`src/verilog/motor_protect_pkg.sv`:
```
// shared constants and types for the motor protection block
package motor_protect_pkg;

    // register byte offsets
    localparam logic [7:0] OFS_CTRL_ONE    = 8'h00;
    localparam logic [7:0] OFS_MODE_SEL    = 8'h04;
    localparam logic [7:0] OFS_CUT_PATTERN = 8'h08;
    localparam logic [7:0] OFS_HALL_CMP    = 8'h0C;
    localparam logic [7:0] OFS_STATUS      = 8'h10;
    localparam logic [7:0] OFS_HALL_COUNT  = 8'h14;

    // reset values
    localparam logic [7:0]  RST_CTRL_ONE    = 8'h00;
    localparam logic [7:0]  RST_MODE_SEL    = 8'h00;
    localparam logic [5:0]  RST_CUT_PATTERN = 6'h00;
    localparam logic [15:0] RST_HALL_CMP    = 16'hFFFF;

    // gate patterns, bit order {a_hi,a_lo,b_hi,b_lo,c_hi,c_lo}
    localparam logic [5:0] PATTERN_BRAKE    = 6'h15;
    localparam logic [5:0] PATTERN_FREE_RUN = 6'h00;

    // over-current filter length in system clocks
    localparam int OC_FILTER_CLOCKS = 2;

    // first control register, bit 7 down to bit 0
    typedef struct packed {
        logic sw_protect_data;
        logic sw_protect_enable;
        logic overflow_hw_trigger_enable;
        logic compare_hw_trigger_enable;
        logic overcurrent_hw_trigger_enable;
        logic limit_hw_trigger_enable;
        logic sw_cutoff_enable;
        logic hw_cutoff_enable;
    } ctrl_one_t;

    // mode select register, bit 7 down to bit 0
    typedef struct packed {
        logic hall_timer_enable;
        logic stop_style_select;
        logic sw_mode_select;
        logic limit_restart_select;
        logic overcurrent_mode_select;
        logic compare_mode_select;
        logic overflow_mode_select;
        logic reserved0;
    } mode_sel_t;

    // trigger events seen by the protect logic
    typedef struct packed {
        logic overcurrent_pulse;
        logic overcurrent_level;
        logic current_limit_event;
        logic hall_compare_event;
        logic hall_overflow_event;
    } trig_t;

    // status register, bit 7 down to bit 0
    typedef struct packed {
        logic [1:0] reserved;
        logic       limit_hold;
        logic       sw_pause;
        logic       overflow_pause;
        logic       compare_pause;
        logic       overcurrent_cutoff_active;
        logic       protect_active;
    } status_t;

endpackage : motor_protect_pkg

```
`src/verilog/oc_pulse_filter.sv`:
```
// over-current comparator synchroniser, two-clock filter and edge pulse
`timescale 1ns/1ps
module oc_pulse_filter
    import motor_protect_pkg::*;
(
    input  wire logic i_clk_sys,
    input  wire logic i_rst_n,
    input  wire logic i_cmp_out,
    output logic      o_level,
    output logic      o_pulse
);
    logic [1:0]                  sync_ff;
    logic [OC_FILTER_CLOCKS-1:0] hist_ff;
    logic                        level_ff;
    logic                        pulse_ff;

    // two-stage synchroniser, comparator is asynchronous
    always_ff @(posedge i_clk_sys) begin
        if (!i_rst_n) begin
            sync_ff <= 2'h0;
        end else begin
            sync_ff <= {sync_ff[0], i_cmp_out};
        end
    end

    // level moves only once the input held for the filter length
    always_ff @(posedge i_clk_sys) begin
        if (!i_rst_n) begin
            hist_ff  <= '0;
            level_ff <= 1'b0;
            pulse_ff <= 1'b0;
        end else begin
            hist_ff  <= {hist_ff[OC_FILTER_CLOCKS-2:0], sync_ff[1]};
            if (&hist_ff) begin
                level_ff <= 1'b1;
            end else if (~|hist_ff) begin
                level_ff <= 1'b0;
            end
            pulse_ff <= (&hist_ff) & ~level_ff;
        end
    end

    assign o_level = level_ff;
    assign o_pulse = pulse_ff;
endmodule : oc_pulse_filter

```
`src/verilog/hall_capture_timer.sv`:
```
// WIDTH-bit (16 by default) hall period timer with compare and overflow events
`timescale 1ns/1ps
module hall_capture_timer #(
    parameter int WIDTH = 16
) (
    input  wire logic             i_clk_sys,
    input  wire logic             i_rst_n,
    input  wire logic             i_enable,
    input  wire logic [2:0]       i_hall,
    input  wire logic [WIDTH-1:0] i_compare,
    output logic [WIDTH-1:0]      o_count,
    output logic                  o_compare_event,
    output logic                  o_overflow_event
);
    logic [2:0]       sync1_ff;
    logic [2:0]       sync2_ff;
    logic [2:0]       prev_ff;
    logic [WIDTH-1:0] count_ff;
    logic             cmp_ff;
    logic             ovf_ff;
    logic             hall_edge;

    // hall pins are asynchronous
    always_ff @(posedge i_clk_sys) begin
        if (!i_rst_n) begin
            sync1_ff <= 3'h0;
            sync2_ff <= 3'h0;
            prev_ff  <= 3'h0;
        end else begin
            sync1_ff <= i_hall;
            sync2_ff <= sync1_ff;
            prev_ff  <= sync2_ff;
        end
    end

    assign hall_edge = |(prev_ff ^ sync2_ff);

    // count restarts on each hall change, saturates at full scale
    always_ff @(posedge i_clk_sys) begin
        if (!i_rst_n) begin
            count_ff <= '0;
            cmp_ff   <= 1'b0;
            ovf_ff   <= 1'b0;
        end else begin
            cmp_ff <= 1'b0;
            ovf_ff <= 1'b0;
            if (!i_enable || hall_edge) begin
                count_ff <= '0;
            end else if (count_ff != {WIDTH{1'b1}}) begin
                count_ff <= count_ff + 1'b1;
                cmp_ff   <= (count_ff + 1'b1) == i_compare;
                ovf_ff   <= (count_ff + 1'b1) == {WIDTH{1'b1}};
            end
        end
    end

    assign o_count          = count_ff;
    assign o_compare_event  = cmp_ff;
    assign o_overflow_event = ovf_ff;
endmodule : hall_capture_timer

```
`src/verilog/motor_protect_top.sv`:
```
// motor protection trigger logic with apb register slave
`timescale 1ns/1ps
module motor_protect_top
    import motor_protect_pkg::*;
#(
    parameter int TIMER_WIDTH = 16
) (
    input  wire logic        i_clk_sys,
    input  wire logic        i_rst_n,
    // apb slave
    input  wire logic        i_psel,
    input  wire logic        i_penable,
    input  wire logic        i_pwrite,
    input  wire logic [7:0]  i_paddr,
    input  wire logic [31:0] i_pwdata,
    output logic [31:0]      o_prdata,
    output logic             o_pready,
    output logic             o_pslverr,
    // protection inputs
    input  wire logic        i_overcurrent_cmp,
    input  wire logic        i_current_limit_event,
    input  wire logic        i_adc_sel_amplifier,
    input  wire logic        i_pwm_period_start,
    input  wire logic        i_hall_input_a,
    input  wire logic        i_hall_input_b,
    input  wire logic        i_hall_input_c,
    input  wire logic [5:0]  i_polarity_drive,
    // protection outputs
    output logic             o_protect_active,
    output logic             o_overcurrent_cutoff_active,
    output logic [5:0]       o_gate_drive
);
    typedef enum logic [2:0] {
        LIM_IDLE = 3'b001,
        LIM_TRIP = 3'b010,
        LIM_WAIT = 3'b100
    } lim_state_t;

    ctrl_one_t              ctrl_ff;
    mode_sel_t              mode_ff;
    logic [5:0]             cutoff_output_pattern_ff;
    logic [TIMER_WIDTH-1:0] hall_cmp_ff;
    logic [TIMER_WIDTH-1:0] hall_count;
    logic                   hw_cut_en_prev_ff;
    logic                   cut_latch_ff;
    logic                   compare_pause_ff;
    logic                   overflow_pause_ff;
    logic                   oc_pause_ff;
    logic                   sw_pause_ff;
    lim_state_t             lim_state_ff;
    lim_state_t             nxt_lim_state;
    logic                   protect_ff;
    logic                   cutoff_ff;
    logic [5:0]             drive_ff;
    logic [31:0]            prdata_ff;
    logic                   pready_ff;
    logic                   pslverr_ff;
    trig_t                  trig;
    status_t                status;
    logic                   wr_en;
    logic                   setup;
    logic                   addr_ok;
    logic                   sw_release;
    logic                   limit_active;
    logic                   nxt_protect;
    logic                   nxt_cutoff;
    logic [31:0]            rd_mux;

    // over-current comparator filter
    oc_pulse_filter u_oc_filter (
        .i_clk_sys (i_clk_sys),
        .i_rst_n   (i_rst_n),
        .i_cmp_out (i_overcurrent_cmp),
        .o_level   (trig.overcurrent_level),
        .o_pulse   (trig.overcurrent_pulse)
    );

    // hall period supervision
    hall_capture_timer #(
        .WIDTH (TIMER_WIDTH)
    ) u_hall_timer (
        .i_clk_sys        (i_clk_sys),
        .i_rst_n          (i_rst_n),
        .i_enable         (mode_ff.hall_timer_enable),
        .i_hall           ({i_hall_input_c, i_hall_input_b, i_hall_input_a}),
        .i_compare        (hall_cmp_ff),
        .o_count          (hall_count),
        .o_compare_event  (trig.hall_compare_event),
        .o_overflow_event (trig.hall_overflow_event)
    );

    // limiter counts only while the converter samples the amplifier
    assign trig.current_limit_event = i_current_limit_event & i_adc_sel_amplifier;

    // apb decode; a write lands at the access edge with pready high
    assign setup   = i_psel & ~i_penable;
    assign wr_en   = i_psel & i_penable & pready_ff & i_pwrite & ~pslverr_ff;
    assign addr_ok = (i_paddr == OFS_CTRL_ONE) || (i_paddr == OFS_MODE_SEL) ||
                     (i_paddr == OFS_CUT_PATTERN) || (i_paddr == OFS_HALL_CMP) ||
                     (i_paddr == OFS_STATUS) || (i_paddr == OFS_HALL_COUNT);

    assign status = '{reserved: 2'h0, limit_hold: (lim_state_ff != LIM_IDLE),
                      sw_pause: sw_pause_ff, overflow_pause: overflow_pause_ff,
                      compare_pause: compare_pause_ff,
                      overcurrent_cutoff_active: cutoff_ff, protect_active: protect_ff};

    // read mux, unmapped reads as zero
    always_comb begin
        rd_mux = 32'h0000_0000;
        case (i_paddr)
            OFS_CTRL_ONE:    rd_mux = {24'h00_0000, ctrl_ff};
            OFS_MODE_SEL:    rd_mux = {24'h00_0000, mode_ff};
            OFS_CUT_PATTERN: rd_mux = {26'h000_0000, cutoff_output_pattern_ff};
            OFS_HALL_CMP:    rd_mux = 32'(hall_cmp_ff);
            OFS_STATUS:      rd_mux = {24'h00_0000, status};
            OFS_HALL_COUNT:  rd_mux = 32'(hall_count);
            default:         rd_mux = 32'h0000_0000;
        endcase
    end

    // answer prepared in setup, shown during the one access cycle
    always_ff @(posedge i_clk_sys) begin
        if (!i_rst_n) begin
            pready_ff  <= 1'b0;
            pslverr_ff <= 1'b0;
            prdata_ff  <= 32'h0000_0000;
        end else begin
            pready_ff  <= setup;
            pslverr_ff <= setup & ~addr_ok;
            prdata_ff  <= (setup && !i_pwrite) ? rd_mux : 32'h0000_0000;
        end
    end

    // software registers
    always_ff @(posedge i_clk_sys) begin
        if (!i_rst_n) begin
            ctrl_ff                  <= RST_CTRL_ONE;
            mode_ff                  <= RST_MODE_SEL;
            cutoff_output_pattern_ff <= RST_CUT_PATTERN;
            hall_cmp_ff              <= RST_HALL_CMP[TIMER_WIDTH-1:0];
        end else if (wr_en) begin
            case (i_paddr)
                OFS_CTRL_ONE:    ctrl_ff                  <= i_pwdata[7:0];
                OFS_MODE_SEL:    mode_ff                  <= {i_pwdata[7:1], 1'b0};
                OFS_CUT_PATTERN: cutoff_output_pattern_ff <= i_pwdata[5:0];
                OFS_HALL_CMP:    hall_cmp_ff              <= i_pwdata[TIMER_WIDTH-1:0];
                default:         ctrl_ff                  <= ctrl_ff;
            endcase
        end
    end

    // software release level, only with the software path enabled
    assign sw_release = ctrl_ff.sw_protect_enable & ~ctrl_ff.sw_protect_data;

    // pause-mode holds; set wins over the software release
    always_ff @(posedge i_clk_sys) begin
        if (!i_rst_n) begin
            compare_pause_ff  <= 1'b0;
            overflow_pause_ff <= 1'b0;
            oc_pause_ff       <= 1'b0;
            sw_pause_ff       <= 1'b0;
        end else begin
            if (trig.hall_compare_event && ctrl_ff.compare_hw_trigger_enable
                && mode_ff.compare_mode_select) begin
                compare_pause_ff <= 1'b1;
            end else if (sw_release) begin
                compare_pause_ff <= 1'b0;
            end
            if (trig.hall_overflow_event && ctrl_ff.overflow_hw_trigger_enable
                && mode_ff.overflow_mode_select) begin
                overflow_pause_ff <= 1'b1;
            end else if (sw_release) begin
                overflow_pause_ff <= 1'b0;
            end
            // pause on over-current is legal but noise makes it stick
            if (trig.overcurrent_pulse && ctrl_ff.overcurrent_hw_trigger_enable
                && mode_ff.overcurrent_mode_select) begin
                oc_pause_ff <= 1'b1;
            end else if (sw_release) begin
                oc_pause_ff <= 1'b0;
            end
            // software trigger only exists in pause mode
            if (ctrl_ff.sw_protect_enable && ctrl_ff.sw_protect_data
                && mode_ff.sw_mode_select) begin
                sw_pause_ff <= 1'b1;
            end else if (sw_release) begin
                sw_pause_ff <= 1'b0;
            end
        end
    end

    // limiter hold and restart sequencing
    always_comb begin
        nxt_lim_state = lim_state_ff;
        case (lim_state_ff)
            LIM_IDLE: begin
                if (trig.current_limit_event && ctrl_ff.limit_hw_trigger_enable) begin
                    nxt_lim_state = LIM_TRIP;
                end
            end
            LIM_TRIP: begin
                if (!(trig.current_limit_event && ctrl_ff.limit_hw_trigger_enable)) begin
                    // restart select 1 parks until the period boundary
                    nxt_lim_state = mode_ff.limit_restart_select ? LIM_WAIT
                                                                 : LIM_IDLE;
                end
            end
            LIM_WAIT: begin
                if (trig.current_limit_event && ctrl_ff.limit_hw_trigger_enable) begin
                    nxt_lim_state = LIM_TRIP;
                end else if (i_pwm_period_start) begin
                    nxt_lim_state = LIM_IDLE;
                end
            end
            default: nxt_lim_state = LIM_IDLE;
        endcase
    end

    always_ff @(posedge i_clk_sys) begin
        if (!i_rst_n) begin
            lim_state_ff <= LIM_IDLE;
        end else begin
            lim_state_ff <= nxt_lim_state;
        end
    end

    assign limit_active = (lim_state_ff != LIM_IDLE);

    // fault sources follow their condition; pause sources stay held
    always_comb begin
        nxt_protect = compare_pause_ff | overflow_pause_ff | oc_pause_ff | sw_pause_ff
                    | limit_active
                    | (trig.overcurrent_level & ctrl_ff.overcurrent_hw_trigger_enable
                       & ~mode_ff.overcurrent_mode_select)
                    | (trig.hall_compare_event & ctrl_ff.compare_hw_trigger_enable
                       & ~mode_ff.compare_mode_select)
                    | (trig.hall_overflow_event & ctrl_ff.overflow_hw_trigger_enable
                       & ~mode_ff.overflow_mode_select);
    end

    // hardware cutoff latch: pulse sets, enable rising edge clears
    always_ff @(posedge i_clk_sys) begin
        if (!i_rst_n) begin
            hw_cut_en_prev_ff <= 1'b0;
            cut_latch_ff      <= 1'b0;
        end else begin
            hw_cut_en_prev_ff <= ctrl_ff.hw_cutoff_enable;
            if (trig.overcurrent_pulse && ctrl_ff.overcurrent_hw_trigger_enable
                && ctrl_ff.hw_cutoff_enable) begin
                cut_latch_ff <= 1'b1;
            end else if (ctrl_ff.hw_cutoff_enable && !hw_cut_en_prev_ff) begin
                cut_latch_ff <= 1'b0;
            end
        end
    end

    // software path forces cutoff as a plain level
    assign nxt_cutoff = cut_latch_ff | ctrl_ff.sw_cutoff_enable;

    // output stage: cutoff beats protect beats polarity drive
    always_ff @(posedge i_clk_sys) begin
        if (!i_rst_n) begin
            protect_ff <= 1'b0;
            cutoff_ff  <= 1'b0;
            drive_ff   <= PATTERN_FREE_RUN;
        end else begin
            protect_ff <= nxt_protect;
            cutoff_ff  <= nxt_cutoff;
            if (nxt_cutoff) begin
                drive_ff <= cutoff_output_pattern_ff;
            end else if (nxt_protect) begin
                drive_ff <= mode_ff.stop_style_select ? PATTERN_FREE_RUN
                                                      : PATTERN_BRAKE;
            end else begin
                drive_ff <= i_polarity_drive;
            end
        end
    end

    assign o_prdata                    = prdata_ff;
    assign o_pready                    = pready_ff;
    assign o_pslverr                   = pslverr_ff;
    assign o_protect_active            = protect_ff;
    assign o_overcurrent_cutoff_active = cutoff_ff;
    assign o_gate_drive                = drive_ff;
endmodule : motor_protect_top

```
`config.mk`:
```
export PLATFORM = sky130hd
export DESIGN_NAME = motor_protect_top
export DESIGN_NICKNAME = d
export VERILOG_FILES = /design/src/verilog/motor_protect_pkg.sv /design/src/verilog/oc_pulse_filter.sv /design/src/verilog/hall_capture_timer.sv /design/src/verilog/motor_protect_top.sv
export SDC_FILE = /design/constraint.sdc
export NUM_CORES = 1
export LEC_CHECK = 0
export BUFFER_PORTS_ARGS = -buffer_cell sky130_fd_sc_hd__buf_4
export CELL_PAD_IN_SITES_DETAIL_PLACEMENT = 0
export CELL_PAD_IN_SITES_GLOBAL_PLACEMENT = 1
export CORE_ASPECT_RATIO = 1.5
export CORE_UTILIZATION = 45
export CTS_CLUSTER_DIAMETER = 60
export CTS_CLUSTER_SIZE = 20
export DETAILED_ROUTE_END_ITERATION = 16
export HOLD_SLACK_MARGIN = 0.1
export PLACE_DENSITY_LB_ADDON = 0.1
export SYNTH_ARGS = -nofsm -noshare
export SYNTH_HDL_FRONTEND = slang
export SYNTH_HIERARCHICAL = 1
export SYNTH_SLANG_ARGS = --single-unit
```
`constraint.sdc`:
```
create_clock -name i_clk_sys -period 4.07 [get_ports i_clk_sys]
set_input_delay 0.6105 -clock i_clk_sys [delete_from_list [all_inputs] [get_ports i_clk_sys]]
set_output_delay 0.6105 -clock i_clk_sys [all_outputs]
set_load 0.05 [all_outputs]
```
==> Word-level counts from Yosys, hierarchy flattened <==
Index checks and enable logic that the tools add are counted.
{ "op_classes": {"n_addsub": 1, "n_eq_ne": 16, "mux": 19, "bitwise_logic": 34, "n_reduce_logical": 38} }
{ "op_table": {"columns": ["operator", "count"], "rows": [
  ["one-hot mux 16 bit (6 select lines)", 1],
  ["adder 16 x 1 -> 16 bit (second input constant)", 1],
  ["== test 16 bit", 1],
  ["== test 16 bit (second input constant)", 1],
  ["== test 8 x 4 -> 1 bit (second input constant)", 2],
  ["== test 8 x 5 -> 1 bit (second input constant)", 2],
  ["!= test 16 bit (second input constant)", 1],
  ["AND 1 bit", 15],
  ["two-way mux 3 bit", 5],
  ["logical AND 1 bit", 12],
  ["two-way mux 6 bit", 2],
  ["AND reduction 2 bit", 6],
  ["NOT 1 bit", 10],
  ["nonzero test 2 bit", 5],
  ["two-way mux 1 bit", 9],
  ["one-hot mux 3 bit (3 select lines)", 1],
  ["== test 8 x 3 -> 1 bit (second input constant)", 1],
  ["logical NOT 8 bit", 1],
  ["bitwise OR 1 bit", 8],
  ["logical OR 1 bit", 6],
  ["!= test 2 bit (second input constant)", 3],
  ["OR reduction 3 bit", 2],
  ["two-way mux 5 bit", 1],
  ["OR reduction 2 bit", 2],
  ["8 further kinds", 10]
]} }
{ "totals": {"register_bits": 121, "in_bits": 58, "out_inout_bits": 42, "word_cells": 148} }

==> Depth between registers and ports, before layout <==
{ "depth": {"word_depth": 9, "depth_mapped": 8, "depth_no_buf": 7} }

==> By module <==
The synthesis kept the hierarchy.
{ "by_module_without_submodules": {"columns": ["mod", "n_inst", "cells_each", "area_per_inst_um2", "seq_area_each_um2"], "rows": [
  ["motor_protect_top", 1, 383, 3345.7, 1441.4],
  ["hall_capture_timer", 1, 197, 1674.1, 540.5],
  ["oc_pulse_filter", 1, 14, 182.7, 120.1]
]} }

==> Worst setup path after synthesis <==
Ideal clock, no wire load.
{ "synth_timing": {"path_kind": "register to register", "from": "register u_hall_timer.count_ff[1] (netlist: u_hall_timer/o_count[1])", "to": "register u_hall_timer.cmp_ff (netlist: u_hall_timer/o_compare_event)", "setup_time_ps": 88, "arrival_ps": 2079, "t_required_ps": 3982, "path_slack_ps": 1903, "path_stages_with_launch": 8, "n_path_buf": 0, "period_less_slack_ps": 2167, "cell_sequence": "dfxtp_1 ha_1 nand3_4 or3_1 nand3_1 nand4_1 or4b_1 nor4_2"} }
{ "synth_via": {"elab_chain_len": 3, "elab_cells_between_ends": 5, "cone_classes": "add/sub: 1; eq/ne: 2; bitwise: 1; reduce/logical: 1"} }
{ "synth_lines": {"columns": ["element", "line", "text"], "rows": [
  ["from (decl)", "hall_capture_timer.sv:18", "logic [WIDTH-1:0] count_ff;"],
  ["from (signal assigned)", "hall_capture_timer.sv:50", "count_ff <= count_ff + 1'b1;"],
  ["branches (longest 3 deep; another with adder 16 x 1 -> 16 bit)", null, null],
  ["to (signal assigned)", "hall_capture_timer.sv:51", "cmp_ff <= (count_ff + 1'b1) == i_compare;"],
  ["to (decl)", "hall_capture_timer.sv:19", "logic cmp_ff;"]
]} }
Several ways; the timed one is not identified.
A chain may end at the register's enable or synchronous reset.

==> Worst setup path in the final report <==
{ "layout_timing": {"from": "register u_hall_timer.count_ff[0] (netlist: u_hall_timer/o_count[0])", "to": "register u_hall_timer.cmp_ff (netlist: u_hall_timer/o_compare_event)"} }
Same word-level chain as after synthesis.

==> qor.csv <==
stage,metric,value,unit
run_status,status,"complete, no violations",
setup_path,startpoint_type,flop,
power_and_ir_drop,combPwrFrac,7.4,%
setup_path,crit_path_end_kind,flop,
die,start_util,46.6,%
finish,fillers,1097,
global_route,grt_pass1_wl,22.5,mm
sta,setup_slack,1.31,ns
die,die_h,134,um
power_and_ir_drop,pwr-share-clk,41.5,%
global_route,grt_pass1_vias,4338,
power_and_ir_drop,power.density,342,mW/mm2
sta,clock_skew,0.0107,ns
setup_path,reg2reg_slack,1.31,ns
min_path,hold_end,u_hall_timer/sync2_ff[0],
sta,period_minus_slack,2.76,ns
setup_path,ff2ff_path_depth,8,
logic_synthesis,yosysWarnings,6,
clock_network,cts_resized,0,
finish,final_util,53.2,%
sta,worst_pin_slew,1.10,ns
die,dieArea,0.0120,mm2
drt,wl_per_cell,18.1,um
global_route,antenna_found_initial,0,
drt,ant_nets,0,
clock_network,h-tree-depth,3,
logic_synthesis,synth_seq_cells,105,
finish,final_cell_mix,"dfxtp_1, nand3_1, buf_4",
power_and_ir_drop,switching_share,25.0,%
logic_synthesis,synthesis.area,0.00520,mm2
finish,num_antenna_cells,0,
logic_synthesis,synthMuxAreaShare,2.55,%
global_route,track_usage,23.9,%
logic_synthesis,synth-xor-area-share,5.65,%
power_and_ir_drop,power.leakage,2.10,nW
die,ios,100,
drt,routed-via-count,4504,
setup_path,cp_max_fo,14,
clock_network,ctsHoldBuffers,0,
setup_path,crit_buf_inv,1,
clock_network,cts_root_buf,clkbuf_16,
drt,drt-pass1-iter-count,5,
setup_path,crit_chain,ha_1 > nand3_4 > nor4_2 > nand3_1 > buf_4 > nor4b_1 > nand3_1 > nor4_2,
drt,drt-vias-per-instance,5.74,
die,die_x,89.8,um
setup_path,r2r_start,u_hall_timer/o_count[0],
job,drv_cap,0,
setup_path,path_delay_family,simple AND/OR/NAND/NOR gates,
clock_network,ctsLongestPathBuffers,2,
clock_network,cts_tree,yes,
placed_design,place_congestion,0.916,
sta,rsz0062_at_grt,no,
logic_synthesis,yosys.area_share.adder,0.722,%
logic_synthesis,syn-mean-instance-area,8.76,um2
finish,stdcell_area,0.00594,mm2
sta,finalHoldViolations,0,
placed_design,dp_hpwl,10.3,mm
logic_synthesis,synth-compound-area-share,19.0,%
logic_synthesis,synth_top_area_share,40.4,%
global_route,overflow,0,
placed_design,post_dp_cell_area,0.00565,mm2
sta,maxSlewHeadroom,25.8,%
min_path,worstHoldStart,u_hall_timer/sync1_ff[0],
clock_network,cts_setup_buffers,0,
logic_synthesis,synthSimpleGateAreaFrac,24.7,%
setup_path,max_stage_delay,0.72,ns
die,coreArea,0.0112,mm2
placed_design,io_buffer_count,67,
clock_network,clkSinkCount,105,
placed_design,place_ws,1.30,ns
power_and_ir_drop,intPower,1.53,mW
finish,syn2layout_area_growth,14.2,%
logic_synthesis,synth_top_family_by_area,simple AND/OR/NAND/NOR gates,
sta,maxSlewViolCount,0,
clock_network,numCtsBuffers,9,
finish,layout-drive-gt1-share,16.1,%
sta,max_clock_freq,0.362,GHz
min_path,hold_path_class,reg -> reg,
clock_network,worstSkewPairLatency,0.35,ns
logic_synthesis,synth_top_flop_cell,dfxtp_1,
sta,fin_crit_sh,67.9,%
setup_path,critPathRequiredTime,4.31,ns
logic_synthesis,synth_edf_count,0,
power_and_ir_drop,vdd.ir_drop.worst,0.000205,V
power_and_ir_drop,p_seq_share,51.1,%
setup_path,cp_slowest_cell,nor4_2,
logic_synthesis,synthCells,594,
drt,wl,14.2,mm
logic_synthesis,synth_area_leader_cell,dfxtp_1,
power_and_ir_drop,power_switching,0.508,mW
placed_design,placedCellCount,769,
min_path,hold_depth,1,
drt,drc,0,
setup_path,cp.arrival,3.00,ns
logic_synthesis,synthTopCellsByArea,"dfxtp_1, nand3_1, xnor2_1",
global_route,grt_max_degree,72,
sta,finalSetupViolCount,0,
sta,tns,0,ns
drt,dr.first_iter.drc_count,252,
finish,nNetsFinal,694,
finish,fin_cells,785,
logic_synthesis,yosysSeqAreaShare,40.4,%
clock_network,clk_pin_slew_worst_paths,0.07,ns
setup_path,path_class,reg -> reg,
die,rows,47,
logic_synthesis,synth.distinct_cells,67,
setup_path,r2r-end,u_hall_timer/o_compare_event,
logic_synthesis,synthArstFlopShare,0,%
finish,layout_commonest_cell,dfxtp_1,
==> through the flow <==
step	hold slack (ns)	power (mW)
2_1_floorplan	0.412	1.17
3_3_place_gp	0.415	1.21
3_5_place_dp	0.423	1.21
4_1_cts	0.441	2.05
5_1_grt	0.453	2.11
6_report	0.438	2.03
==> metal layers <==
metal / vias up / routed length [um] / track usage, %
met1: 2146 / 5610 / 26.5
met2: 126 / 7560 / 44.1
met4: 0 / 490 / 11.6
met5: - / 0 / 0
met3: 29 / 557 / 3.71
li1: 2203 / - / -
==> Yosys cell counts, types with 5 or more instances <==
cell type	count
o21ai_1	22
buf_2	16
a21boi_1	23
dfxtp_1	105
nor3_1	6
xor2_1	11
nand2_1	14
nand2b_1	9
mux2i_1	11
nor4_1	9
nand4_1	12
buf_4	17
nor2_1	26
and2_1	16
inv_1	8
a22oi_1	11
nand3_1	78
o21ai_0	34
or3_1	5
nor2b_1	8
xnor2_1	20
a21oi_1	23
a31oi_1	9
clkbuf_1	18
==> worst max-delay path by stage <==
stage	endpoint	from	cells after the start
floorplan	u_hall_timer/o_compare_event	u_hall_timer/o_count[1]	7
global placement	o_prdata[7]	i_paddr[5]	5
detailed placement	cutoff_output_pattern_ff[0]	i_paddr[5]	5
CTS	u_hall_timer/o_compare_event	u_hall_timer/o_count[0]	8
global route	u_hall_timer/o_compare_event	u_hall_timer/o_count[0]	8
finish	u_hall_timer/o_compare_event	u_hall_timer/o_count[0]	8
==> power groups by stage <==
stage / logic [mW] / registers, mW / clock network [mW]
after floorplan: 0.0935 / 1.08 / 0
after global placement: 0.148 / 1.06 / 0
after detailed placement: 0.150 / 1.06 / 0
after CTS: 0.150 / 1.04 / 0.862
after global routing: 0.159 / 1.04 / 0.910
final: 0.151 / 1.04 / 0.844
==> cells by family (layout without fill, tap and decap cells) <==
family | Yosys count | in the layout
compound gates | 157 | 157
xor+xnor | 32 | 32
fa+ha+maj | 3 | 3
buf+inv | 66 | 95
flops | 105 | 105
mux | 13 | 13
other cells | 1 | 16
simple gates | 217 | 217
==> sequential cells by signal (all words and copies together) (netlist names), 2 cells and up <==
name                      cells
u_hall_timer/sync2_ff         3
u_oc_filter/hist_ff           2
hall_cmp_ff                  16
o_gate_drive                  6
u_hall_timer/o_count         16
u_hall_timer/prev_ff          3
u_hall_timer/sync1_ff         3
ctrl_ff                       8
u_oc_filter/sync_ff           2
lim_state_ff                  3
o_prdata                     16
mode_ff                       7
cutoff_output_pattern_ff      6
==> worst reg2reg max path: stages (launching register included) <==
cell and delay, ns:
dfxtp_1 0.57, ha_1 0.36, nand3_4 0.17, nor4_2 0.72, nand3_1 0.23, buf_4 0.26, nor4b_1 0.17, nand3_1 0.11
nor4_2 0.06
==> area by class of cell <==
cell class	instances	area (um2)	area share [%]
flip-flops and latches	105	2100	35.4
well taps	147	184	3.10
repair buffers	71	533	8.97
multi-input cells	438	2800	47.2
clock buffers	10	239	4.02
clock inverters	6	48.8	0.822
inverters	8	30.0	0.506
(Power assumes the default switching activity.)
